**src/shared/rfct_pkg.sv**
```systemverilog
// How it works
// - Any-frame mode plus threshold reached: jam in half duplex, pause in full duplex.
// - Automatic pause only while any-frame bit set and link is full duplex.
// - Half duplex any-frame: skip address decode, act on next valid preamble.
// - That preamble-triggered jam starts one cycle after the preamble is seen.
// - Full duplex any-frame: pause request raised the same cycle threshold is reached.
// - Pause request held pending until the transmitter takes it; no cut-off.
// - Any-frame bit set makes group, all-station and own-address bits ignored.
// - 100 Mb/s jam codes 0..F give 5,10,15,25, then 50..600 us.
// - 10 Mb/s jam codes give the 100 Mb/s time plus 2.2 us.
// - Threshold is 8 bits in 64-byte units, compared with FIFO fill.
// - Jam lasts the selected duration; duration unused in full duplex.
// - Any-frame clear: jam only for enabled group, all-station, own-address frames.
// - Full duplex: one pause per threshold crossing, carrying programmed pause time.
package rfct_pkg;

  localparam int unsigned CLK_PERIOD_NS = 20;

  localparam int unsigned REG_ADDR_W = 8;
  localparam int unsigned FIFO_LVL_W = 16;
  localparam int unsigned FILL_UNIT_SHIFT = 6;
  localparam int unsigned FILL_UNIT_W = FIFO_LVL_W - FILL_UNIT_SHIFT;
  localparam int unsigned JAM_CNT_W = 15;

  localparam logic [7:0] OFS_FLOW_CFG = 8'h00;
  localparam logic [7:0] OFS_PAUSE_TIME = 8'h04;
  localparam logic [7:0] OFS_STATUS = 8'h08;

  localparam int unsigned THR_LSB = 16;
  localparam int unsigned THR_W = 8;
  localparam int unsigned DUR_LSB = 4;
  localparam int unsigned DUR_W = 4;
  localparam int unsigned BIT_EVERY = 0;
  localparam int unsigned BIT_OWN = 1;
  localparam int unsigned BIT_ALL = 2;
  localparam int unsigned BIT_GROUP = 3;

  localparam int unsigned ST_JAM = 0;
  localparam int unsigned ST_PEND = 1;
  localparam int unsigned ST_REACHED = 2;
  localparam int unsigned ST_FDX = 3;
  localparam int unsigned ST_SPEED = 4;
  localparam int unsigned ST_LEVEL_LSB = 16;

  localparam logic [31:0] FLOW_CFG_RST = 32'h0000_0000;
  localparam logic [31:0] FLOW_CFG_MASK = 32'h00FF_00FF;
  localparam logic [15:0] PAUSE_TIME_RST = 16'h0000;

  typedef int unsigned rfct_ns_tbl_t [16];

  // Jam times at 100 Mb/s, in ns
  localparam rfct_ns_tbl_t JAM_NS_100M = '{
    5000, 10000, 15000, 25000, 50000, 100000, 150000, 200000,
    250000, 300000, 350000, 400000, 450000, 500000, 550000, 600000};
  localparam int unsigned JAM_EXTRA_10M_NS = 2200;

  typedef enum logic [1:0] {
    PS_ARMED = 2'b00,
    PS_PENDING = 2'b01,
    PS_SENT = 2'b10
  } rfct_pause_st_t;

  // Least times: round up, never below one cycle
  function automatic rfct_ns_tbl_t rfct_cyc_tbl(rfct_ns_tbl_t ns, int unsigned extra);
    rfct_ns_tbl_t cyc;
    for (int i = 0; i < 16; i++) begin
      cyc[i] = (ns[i] + extra + CLK_PERIOD_NS - 1) / CLK_PERIOD_NS;
      if (cyc[i] == 0) begin
        cyc[i] = 1;
      end
    end
    return cyc;
  endfunction

endpackage

```
**src/shared/rfct_jam_if.sv**
```systemverilog
interface rfct_jam_if;
  logic load;
  logic [3:0] sel;
  logic speed100;
  logic busy;
  modport ctrl (output load, output sel, output speed100, input busy);
  modport timer (input load, input sel, input speed100, output busy);
endinterface

```
**src/logic/rfct_jam_timer.sv**
```systemverilog
module rfct_jam_timer import rfct_pkg::*; #(
  parameter rfct_ns_tbl_t JAM_NS = JAM_NS_100M,
  parameter int unsigned EXTRA_NS = JAM_EXTRA_10M_NS
) (
  input logic clock,
  input logic rst_b,
  rfct_jam_if.timer jam
);

  localparam rfct_ns_tbl_t CYC_FAST = rfct_cyc_tbl(JAM_NS, 0);
  localparam rfct_ns_tbl_t CYC_SLOW = rfct_cyc_tbl(JAM_NS, EXTRA_NS);
  // End points worked out apart from the table function, so the checks follow the parameters
  localparam int unsigned FAST_MIN_CYC = (JAM_NS[0] + CLK_PERIOD_NS - 1) / CLK_PERIOD_NS;
  localparam int unsigned SLOW_MAX_CYC = (JAM_NS[15] + EXTRA_NS + CLK_PERIOD_NS - 1) / CLK_PERIOD_NS;

  logic [JAM_CNT_W-1:0] count;
  logic [JAM_CNT_W-1:0] next_count;
  logic [JAM_CNT_W-1:0] loadVal;

  always_comb begin
    loadVal = jam.speed100 ? JAM_CNT_W'(CYC_FAST[jam.sel]) : JAM_CNT_W'(CYC_SLOW[jam.sel]);
    if (jam.load) begin
      // Retrigger restarts the full period
      next_count = loadVal;
    end else if (count != '0) begin
      next_count = count - 1'b1;
    end else begin
      next_count = count;
    end
  end

  always_ff @(posedge clock or negedge rst_b) begin
    if (!rst_b) begin
      count <= '0;
    end else begin
      count <= next_count;
    end
  end

  assign jam.busy = (count != '0);
endmodule

```
**src/logic/rfct_trigger.sv**
```systemverilog
module rfct_trigger import rfct_pkg::*; #(
  parameter rfct_ns_tbl_t JAM_NS = JAM_NS_100M,
  parameter int unsigned EXTRA_NS = JAM_EXTRA_10M_NS
) (
  input logic clock,
  input logic rst_b,
  input logic [REG_ADDR_W-1:0] regAddr,
  input logic [31:0] regWrData,
  input logic regWrite,
  input logic regRead,
  output logic [31:0] regRdData,
  input logic [FIFO_LVL_W-1:0] rxFifoLevel,
  input logic fullDuplex,
  input logic speed100,
  input logic rxPreambleValid,
  input logic rxFrameDecoded,
  input logic rxIsGroup,
  input logic rxIsAllStation,
  input logic rxIsOwnAddr,
  output logic txPauseReq,
  input logic txPauseAck,
  output logic [15:0] pauseTimeValue,
  output logic backPressure
);

  ////////////////////////////////////////////////////////////////////////
  // Register file

  logic [31:0] flowCfg;
  logic [31:0] next_flowCfg;
  logic [15:0] pauseTime;
  logic [15:0] next_pauseTime;
  logic [31:0] next_rdData;
  logic [31:0] status;

  logic [THR_W-1:0] fill_trigger_threshold;
  logic [DUR_W-1:0] jam_duration_sel;
  logic flow_ctl_every_frame;
  logic flow_ctl_group_frame;
  logic flow_ctl_all_station_frame;
  logic flow_ctl_own_addr_frame;

  logic [FILL_UNIT_W-1:0] fillUnits;
  logic reached;
  logic fdEnabled;
  logic pauseFire;
  logic hdMatch;
  logic jamFire;
  logic jamBusy;

  rfct_pause_st_t pauseState;
  rfct_pause_st_t next_pauseState;

  rfct_jam_if jamBus ();

  assign fill_trigger_threshold = flowCfg[THR_LSB +: THR_W];
  assign jam_duration_sel = flowCfg[DUR_LSB +: DUR_W];
  assign flow_ctl_every_frame = flowCfg[BIT_EVERY];
  assign flow_ctl_group_frame = flowCfg[BIT_GROUP];
  assign flow_ctl_all_station_frame = flowCfg[BIT_ALL];
  assign flow_ctl_own_addr_frame = flowCfg[BIT_OWN];

  always_comb begin
    status = '0;
    status[ST_JAM] = backPressure;
    status[ST_PEND] = (pauseState == PS_PENDING);
    status[ST_REACHED] = reached;
    status[ST_FDX] = fullDuplex;
    status[ST_SPEED] = speed100;
    status[ST_LEVEL_LSB +: FILL_UNIT_W] = fillUnits;
  end

  always_comb begin
    next_flowCfg = flowCfg;
    next_pauseTime = pauseTime;
    next_rdData = '0;
    // Unmapped writes are dropped, unmapped reads return zero
    if (regWrite) begin
      case (regAddr)
        OFS_FLOW_CFG: begin
          next_flowCfg = regWrData & FLOW_CFG_MASK;
        end
        OFS_PAUSE_TIME: begin
          next_pauseTime = regWrData[15:0];
        end
        default: begin
          next_flowCfg = flowCfg;
        end
      endcase
    end
    if (regRead) begin
      case (regAddr)
        OFS_FLOW_CFG: begin
          next_rdData = flowCfg;
        end
        OFS_PAUSE_TIME: begin
          next_rdData = {16'h0000, pauseTime};
        end
        OFS_STATUS: begin
          next_rdData = status;
        end
        default: begin
          next_rdData = '0;
        end
      endcase
    end
  end

  always_ff @(posedge clock or negedge rst_b) begin
    if (!rst_b) begin
      flowCfg <= FLOW_CFG_RST;
      pauseTime <= PAUSE_TIME_RST;
      regRdData <= '0;
    end else begin
      flowCfg <= next_flowCfg;
      pauseTime <= next_pauseTime;
      regRdData <= next_rdData;
    end
  end

  // Pause time travels with the request
  assign pauseTimeValue = pauseTime;

  ////////////////////////////////////////////////////////////////////////
  // Threshold compare

  assign fillUnits = rxFifoLevel[FIFO_LVL_W-1:FILL_UNIT_SHIFT];
  assign reached = fillUnits >= FILL_UNIT_W'(fill_trigger_threshold);

  ////////////////////////////////////////////////////////////////////////
  // Full-duplex pause request

  assign fdEnabled = flow_ctl_every_frame && fullDuplex;
  // Combinational so the request shows in the crossing cycle
  assign pauseFire = (pauseState == PS_ARMED) && fdEnabled && reached;
  assign txPauseReq = (pauseState == PS_PENDING) || pauseFire;

  always_comb begin
    next_pauseState = pauseState;
    case (pauseState)
      PS_ARMED: begin
        if (pauseFire) begin
          next_pauseState = txPauseAck ? PS_SENT : PS_PENDING;
        end
      end
      PS_PENDING: begin
        // Kept even if the level drops; the transmitter sends it when free
        if (txPauseAck) begin
          next_pauseState = PS_SENT;
        end
      end
      PS_SENT: begin
        // One frame per crossing, re-armed once below threshold
        if (!reached || !fdEnabled) begin
          next_pauseState = PS_ARMED;
        end
      end
      default: begin
        next_pauseState = PS_ARMED;
      end
    endcase
  end

  always_ff @(posedge clock or negedge rst_b) begin
    if (!rst_b) begin
      pauseState <= PS_ARMED;
    end else begin
      pauseState <= next_pauseState;
    end
  end

  ////////////////////////////////////////////////////////////////////////
  // Half-duplex jam

  always_comb begin
    if (flow_ctl_every_frame) begin
      // No address decode; preamble start is enough
      hdMatch = rxPreambleValid;
    end else begin
      hdMatch = rxFrameDecoded && ((flow_ctl_group_frame && rxIsGroup) ||
        (flow_ctl_all_station_frame && rxIsAllStation) ||
        (flow_ctl_own_addr_frame && rxIsOwnAddr));
    end
  end

  assign jamFire = !fullDuplex && reached && hdMatch;

  assign jamBus.load = jamFire;
  assign jamBus.sel = jam_duration_sel;
  assign jamBus.speed100 = speed100;
  assign jamBusy = jamBus.busy;
  // Duration has no meaning in full duplex, so jam is gated off there
  assign backPressure = jamBusy && !fullDuplex;

  rfct_jam_timer #(
    .JAM_NS(JAM_NS),
    .EXTRA_NS(EXTRA_NS)
  ) u_jam_timer (
    .clock(clock),
    .rst_b(rst_b),
    .jam(jamBus)
  );
endmodule

```
**config.mk**
```make
export PLATFORM = sky130hd
export DESIGN_NAME = rfct_trigger
export DESIGN_NICKNAME = d
export VERILOG_FILES = /design/src/shared/rfct_pkg.sv /design/src/shared/rfct_jam_if.sv /design/src/logic/rfct_jam_timer.sv /design/src/logic/rfct_trigger.sv
export SDC_FILE = /design/constraint.sdc
export NUM_CORES = 1
export LEC_CHECK = 0
export ABC_AREA = 1
export BUFFER_PORTS_ARGS = -buffer_cell sky130_fd_sc_hd__buf_2
export CORE_UTILIZATION = 56
export CTS_CLUSTER_SIZE = 25
export DETAILED_ROUTE_END_ITERATION = 10
export GPL_TIMING_DRIVEN = 0
export PLACE_DENSITY = 0.9
export RECOVER_POWER = 25
export SLEW_MARGIN = 20
export SYNTH_ARGS = -nofsm -noshare
export SYNTH_HDL_FRONTEND = slang
export SYNTH_SLANG_ARGS = --single-unit
export TNS_END_PERCENT = 100
```
**constraint.sdc**
```tcl
create_clock -name clock -period 3.65 [get_ports clock]
set_input_delay 0.73 -clock clock [delete_from_list [all_inputs] [get_ports clock]]
set_output_delay 0.73 -clock clock [all_outputs]
set_load 0.02 [all_outputs]
```
==> results_tabular.tex <==
\begin{tabular}{lr}
\hline
Metric & Value \\
\hline
\multicolumn{2}{l}{\textbf{Run status}} \\
Outcome & finished, violations left \\
Violations in the final reports & capacitance limit, slew limit \\
\multicolumn{2}{l}{\textbf{Final layout}} \\
Net total in the final layout & roughly 770 \\
Area grow syn2layout & 18.8\% \\
Number of non-filler instances in the completed layout & 782 \\
Share of cells above drive strength 1 & 25.1\% \\
Total inserted antenna cells & 0 \\
\multicolumn{2}{l}{\textbf{Logic synthesis}} \\
Share of Yosys cell area claimed by the top area cell type & between 40\% and 50\% \\
Synth Area per Inst & 7.85 um\^{}2 \\
Synthesized cell area & 0.00441 mm\^{}2 \\
Register bit count reported by yosys & 75 \\
Parity-gate share of the synthesized area counting xor and xnor cells & 2.18\% \\
Leading post-synthesis cells by cell area & sky130\_fd\_sc\_hd\_\_dfrtp\_1 (43\%), sky130\_fd\_sc\_hd\_\_nand2\_1 (12\%), sky130\_fd\_sc\_hd\_\_inv\_1 (7.0\%), sky130\_fd\_sc\_hd\_\_ha\_1 (6.5\%), sky130\_fd\_sc\_hd\_\_nor2\_1 (4.4\%) \\
Main synth FF type & sky130\_fd\_sc\_hd\_\_dfrtp\_1 \\
Cell count after synthesis & 562 \\
Post-synth top cells & sky130\_fd\_sc\_hd\_\_nand2\_1 (140), sky130\_fd\_sc\_hd\_\_inv\_1 (82), sky130\_fd\_sc\_hd\_\_dfrtp\_1 (75) \\
Fraction of the yosys area taken by sequential cells & 42.5\% \\
Top cell type by total area after synthesis & sky130\_fd\_sc\_hd\_\_dfrtp\_1 \\
Number of flops mapped to enable cells by yosys & 0 \\
Combinational family with the most area after synthesis & simple AND/OR/NAND/NOR gates \\
Yosys Warn Count & 0 \\
Unique cell type count in the Yosys netlist & 37 \\
Complex-gate fraction of the synthesized area & roughly 13\% \\
Mux contribution to synthesized area & 0\% \\
Post-Synth Adder-Cell Area & approximately 6.5\% \\
Library cell with the highest instance count after synthesis & sky130\_fd\_sc\_hd\_\_nand2\_1 \\
Share of synthesized registers carrying an async set or reset & 100\% \\
Simple logic cell fraction of the synthesized area & 25.2\% \\
\multicolumn{2}{l}{\textbf{Pwr}} \\
Sequential power share & about 46\% \\
Maximum resistive drop on vdd & 0.321 mV \\
Total power after layout & 2230 uW \\
Power density of the placed cells & approximately 430 mW/mm\^{}2 \\
Combinational share of power & 25.1\% \\
Internal Pwr Total & 1460 uW \\
Share of power burned in the clock network & 29.4\% \\
Switch Pwr & $\sim$780 uW \\
Net Sw Frac & 34.7\% \\
Static Leak & 0.00299 uW \\
\multicolumn{2}{l}{\textbf{CTS}} \\
Clock tree root driver cell & sky130\_fd\_sc\_hd\_\_clkbuf\_8 \\
Gates resized, CTS repair & 0 \\
Hold buffer count at cts & 0 \\
Number of buffers inserted to repair setup after CTS & 0 \\
Inserted Clock Buffers & 9 \\
CTS tree & built \\
Number of buffers on the longest clock path & 2 \\
Clock slew at the register clock pins of the worst setup and hold paths & approximately 80 ps \\
Number of clock sinks & 75 \\
Worst-skew pair later-pin latency & 360 ps \\
Deepest level of the CTS H-tree & 3 \\
\multicolumn{2}{l}{\textbf{Detailed routing}} \\
Post-detailed-route wirelength per cell & about 14 um \\
Number of design-rule violations left by the first detailed-router iteration & 285 \\
Detailed-route wire length & 11100 um \\
DR vias & about 4100 \\
Avg Vias per Cell & 5.30 \\
Number of remaining DRC errors & 0 \\
First drt pass iteration count & 6 \\
Antenna-violating nets left & 0 \\
\multicolumn{2}{l}{\textbf{Critical path}} \\
Worst setup SP type & input port \\
Cell family contributing the most delay on the critical path & simple AND/OR/NAND/NOR gates \\
Data required time at the worst endpoint & 2920 ps \\
Arrival time at the worst endpoint & 2130 ps \\
Flop2flop setup slack & $\sim$1700 ps \\
Worst-path fanout max & 10 \\
Crit Path Class & in2out \\
Critical-path top delay cell & sky130\_fd\_sc\_hd\_\_ha\_1 \\
Crit-path max cell delay & about 310 ps \\
R2R cell count & 10 \\
CP cell instances & buf\_2 -> ha\_1 -> a21oi\_1 -> nand2\_1 -> nand2\_1 -> nand3\_2 -> nand2\_1 -> nand2\_1 -> buf\_2 \\
Library cell appearing most often on the critical path & sky130\_fd\_sc\_hd\_\_nand2\_1 \\
Endpoint kind of the worst setup timing path & output port \\
Stages on worst setup path & 9 \\
Buf+Inv Stages, Crit Path & 2 \\
\multicolumn{2}{l}{\textbf{Global routing}} \\
First-pass GRT wire length & 18500 um \\
Leftover overflow at the end of global routing & 0 \\
Number of global-route vias before repair & 4072 \\
Largest net degree at the start of global routing & 41 \\
Number of antenna violations at the first check in global routing & 0 \\
Global-route total usage across every layer & 28.3\% \\
\multicolumn{2}{l}{\textbf{Floorplanning}} \\
Effective utilization at floorplan & 57.4\% \\
Chip Width & 90.8 um \\
Placement row count & 32 \\
Number of top-level design ports & 118 \\
Area of the core & just under 0.008 mm\^{}2 \\
Overall die area & $\sim$0.0082 mm\^{}2 \\
DIE HEIGHT & 90.8 um \\
\multicolumn{2}{l}{\textbf{Hold path}} \\
Number of cells on the worst hold path & 2 \\
Hold WC Path Type & reg2reg \\
\multicolumn{2}{l}{\textbf{STA}} \\
Skew final & 18.6 ps \\
Max transition margin & -27.3\% \\
Final worst-path cycle share & between 70\% and 80\% \\
Achievable Freq & between 300 and 400 MHz \\
Final worst-path setup slack & 791 ps \\
RSZ-0062 raised after global routing & false \\
Final critical path time including I/O delays and setup & approximately 2900 ps \\
Final TNS setup & 0 ps \\
Max Slew Vio Count & 37 \\
Slew at the pin closest to its max-slew limit & 1910 ps \\
Fin. Hold Viols & 0 \\
Min Hold Slack & roughly 520 ps \\
Final setup violation count & 0 \\
\multicolumn{2}{l}{\textbf{Placed design}} \\
Worst slack at placement & 814 ps \\
Total half-perimeter wirelength after legalization and detailed placement & 8360 um \\
Count of placed standard cells including taps & $\sim$770 \\
Routability cong. & between 0.8 and 0.9 \\
Number of input and output port buffers inserted & 96 \\
\multicolumn{2}{l}{\textbf{Flow run}} \\
Max-Cap Viols & 1 \\
\hline
\end{tabular}
per-layer routing:
layer | vias up | GRT usage (%) | routed length, um
met2 | 174 | 49.8 | 5600
met1 | 1952 | 34.2 | 4560
met3 | 16 | 6.31 | 734
met4 | 0 | 9.13 | 169
li1 | 2000 | - | -
met5 | - | 0 | 0
state kept, by name, indices dropped and copies added (netlist names):
register and count:
regRdData 26, flowCfg 16, pauseTimeValue 16, u_jam_timer.count 15, pauseState 2
through the flow:
stage / instance area (um^2) / util (%)
global route: 5240 / 68.2
global placement: 5040 / 65.6
floorplan: 4430 / -
finish: 5240 / 68.2
CTS: 5260 / 68.4
detailed placement: 5060 / 65.9
final cells by class:
class	instances	area (um^2)
timing repair buffer	97	484
multi-input combinational	386	2090
sequential	75	1880
fill	624	2440
inverter	85	319
clock inverter	7	73.8
buffer	21	148
tap	102	128
clock buffer	9	124
placed cells by master, fill, tap and decap left out, types with 9 or more instances in the layout:
cell type / netlist / routed
sky130_fd_sc_hd__buf_2: 7 / 102
sky130_fd_sc_hd__o21ai_0: 36 / 36
sky130_fd_sc_hd__inv_1: 82 / 82
sky130_fd_sc_hd__ha_1: 23 / 23
sky130_fd_sc_hd__a21oi_1: 23 / 23
sky130_fd_sc_hd__dfrtp_1: 75 / 75
sky130_fd_sc_hd__clkbuf_8: 0 / 9
sky130_fd_sc_hd__nand3_1: 26 / 26
sky130_fd_sc_hd__nand2_1: 140 / 140
sky130_fd_sc_hd__nor2_1: 52 / 52
tightest hold or removal path, cell delays in order, from the launching register on:
cell and delay, ps:
sky130_fd_sc_hd__dfrtp_1 370, sky130_fd_sc_hd__nand2_1 70, sky130_fd_sc_hd__o21ai_2 50
power groups by stage:
stage	Clock, uW	Combinational (uW)	Sequential [uW]
floorplan	0	393	1020
global placement	0	526	1020
detailed placement	0	555	1030
CTS	665	561	1010
global route	699	639	1030
finish	658	560	1020
worst paths after layout:
check                                             end             from
worst max-delay path                       txPauseReq  rxFifoLevel[11]
worst min-delay path                       flowCfg[0]       flowCfg[0]
worst max register to register   u_jam_timer.count[5]      flowCfg[21]
worst min register to register             flowCfg[0]       flowCfg[0]
max in group asynchronous                  flowCfg[5]            rst_b
min in group asynchronous       u_jam_timer.count[10]            rst_b
logic make-up after synthesis:
family	after synthesis
AO/OA/AOI/OAI	94
XOR/XNOR	11
flip-flops	75
other	1
adder cells (fa/ha/maj)	23
buffers and inverters	106
AND/OR/NAND/NOR	252
No activity file was read; power rests on OpenSTA's default activity.
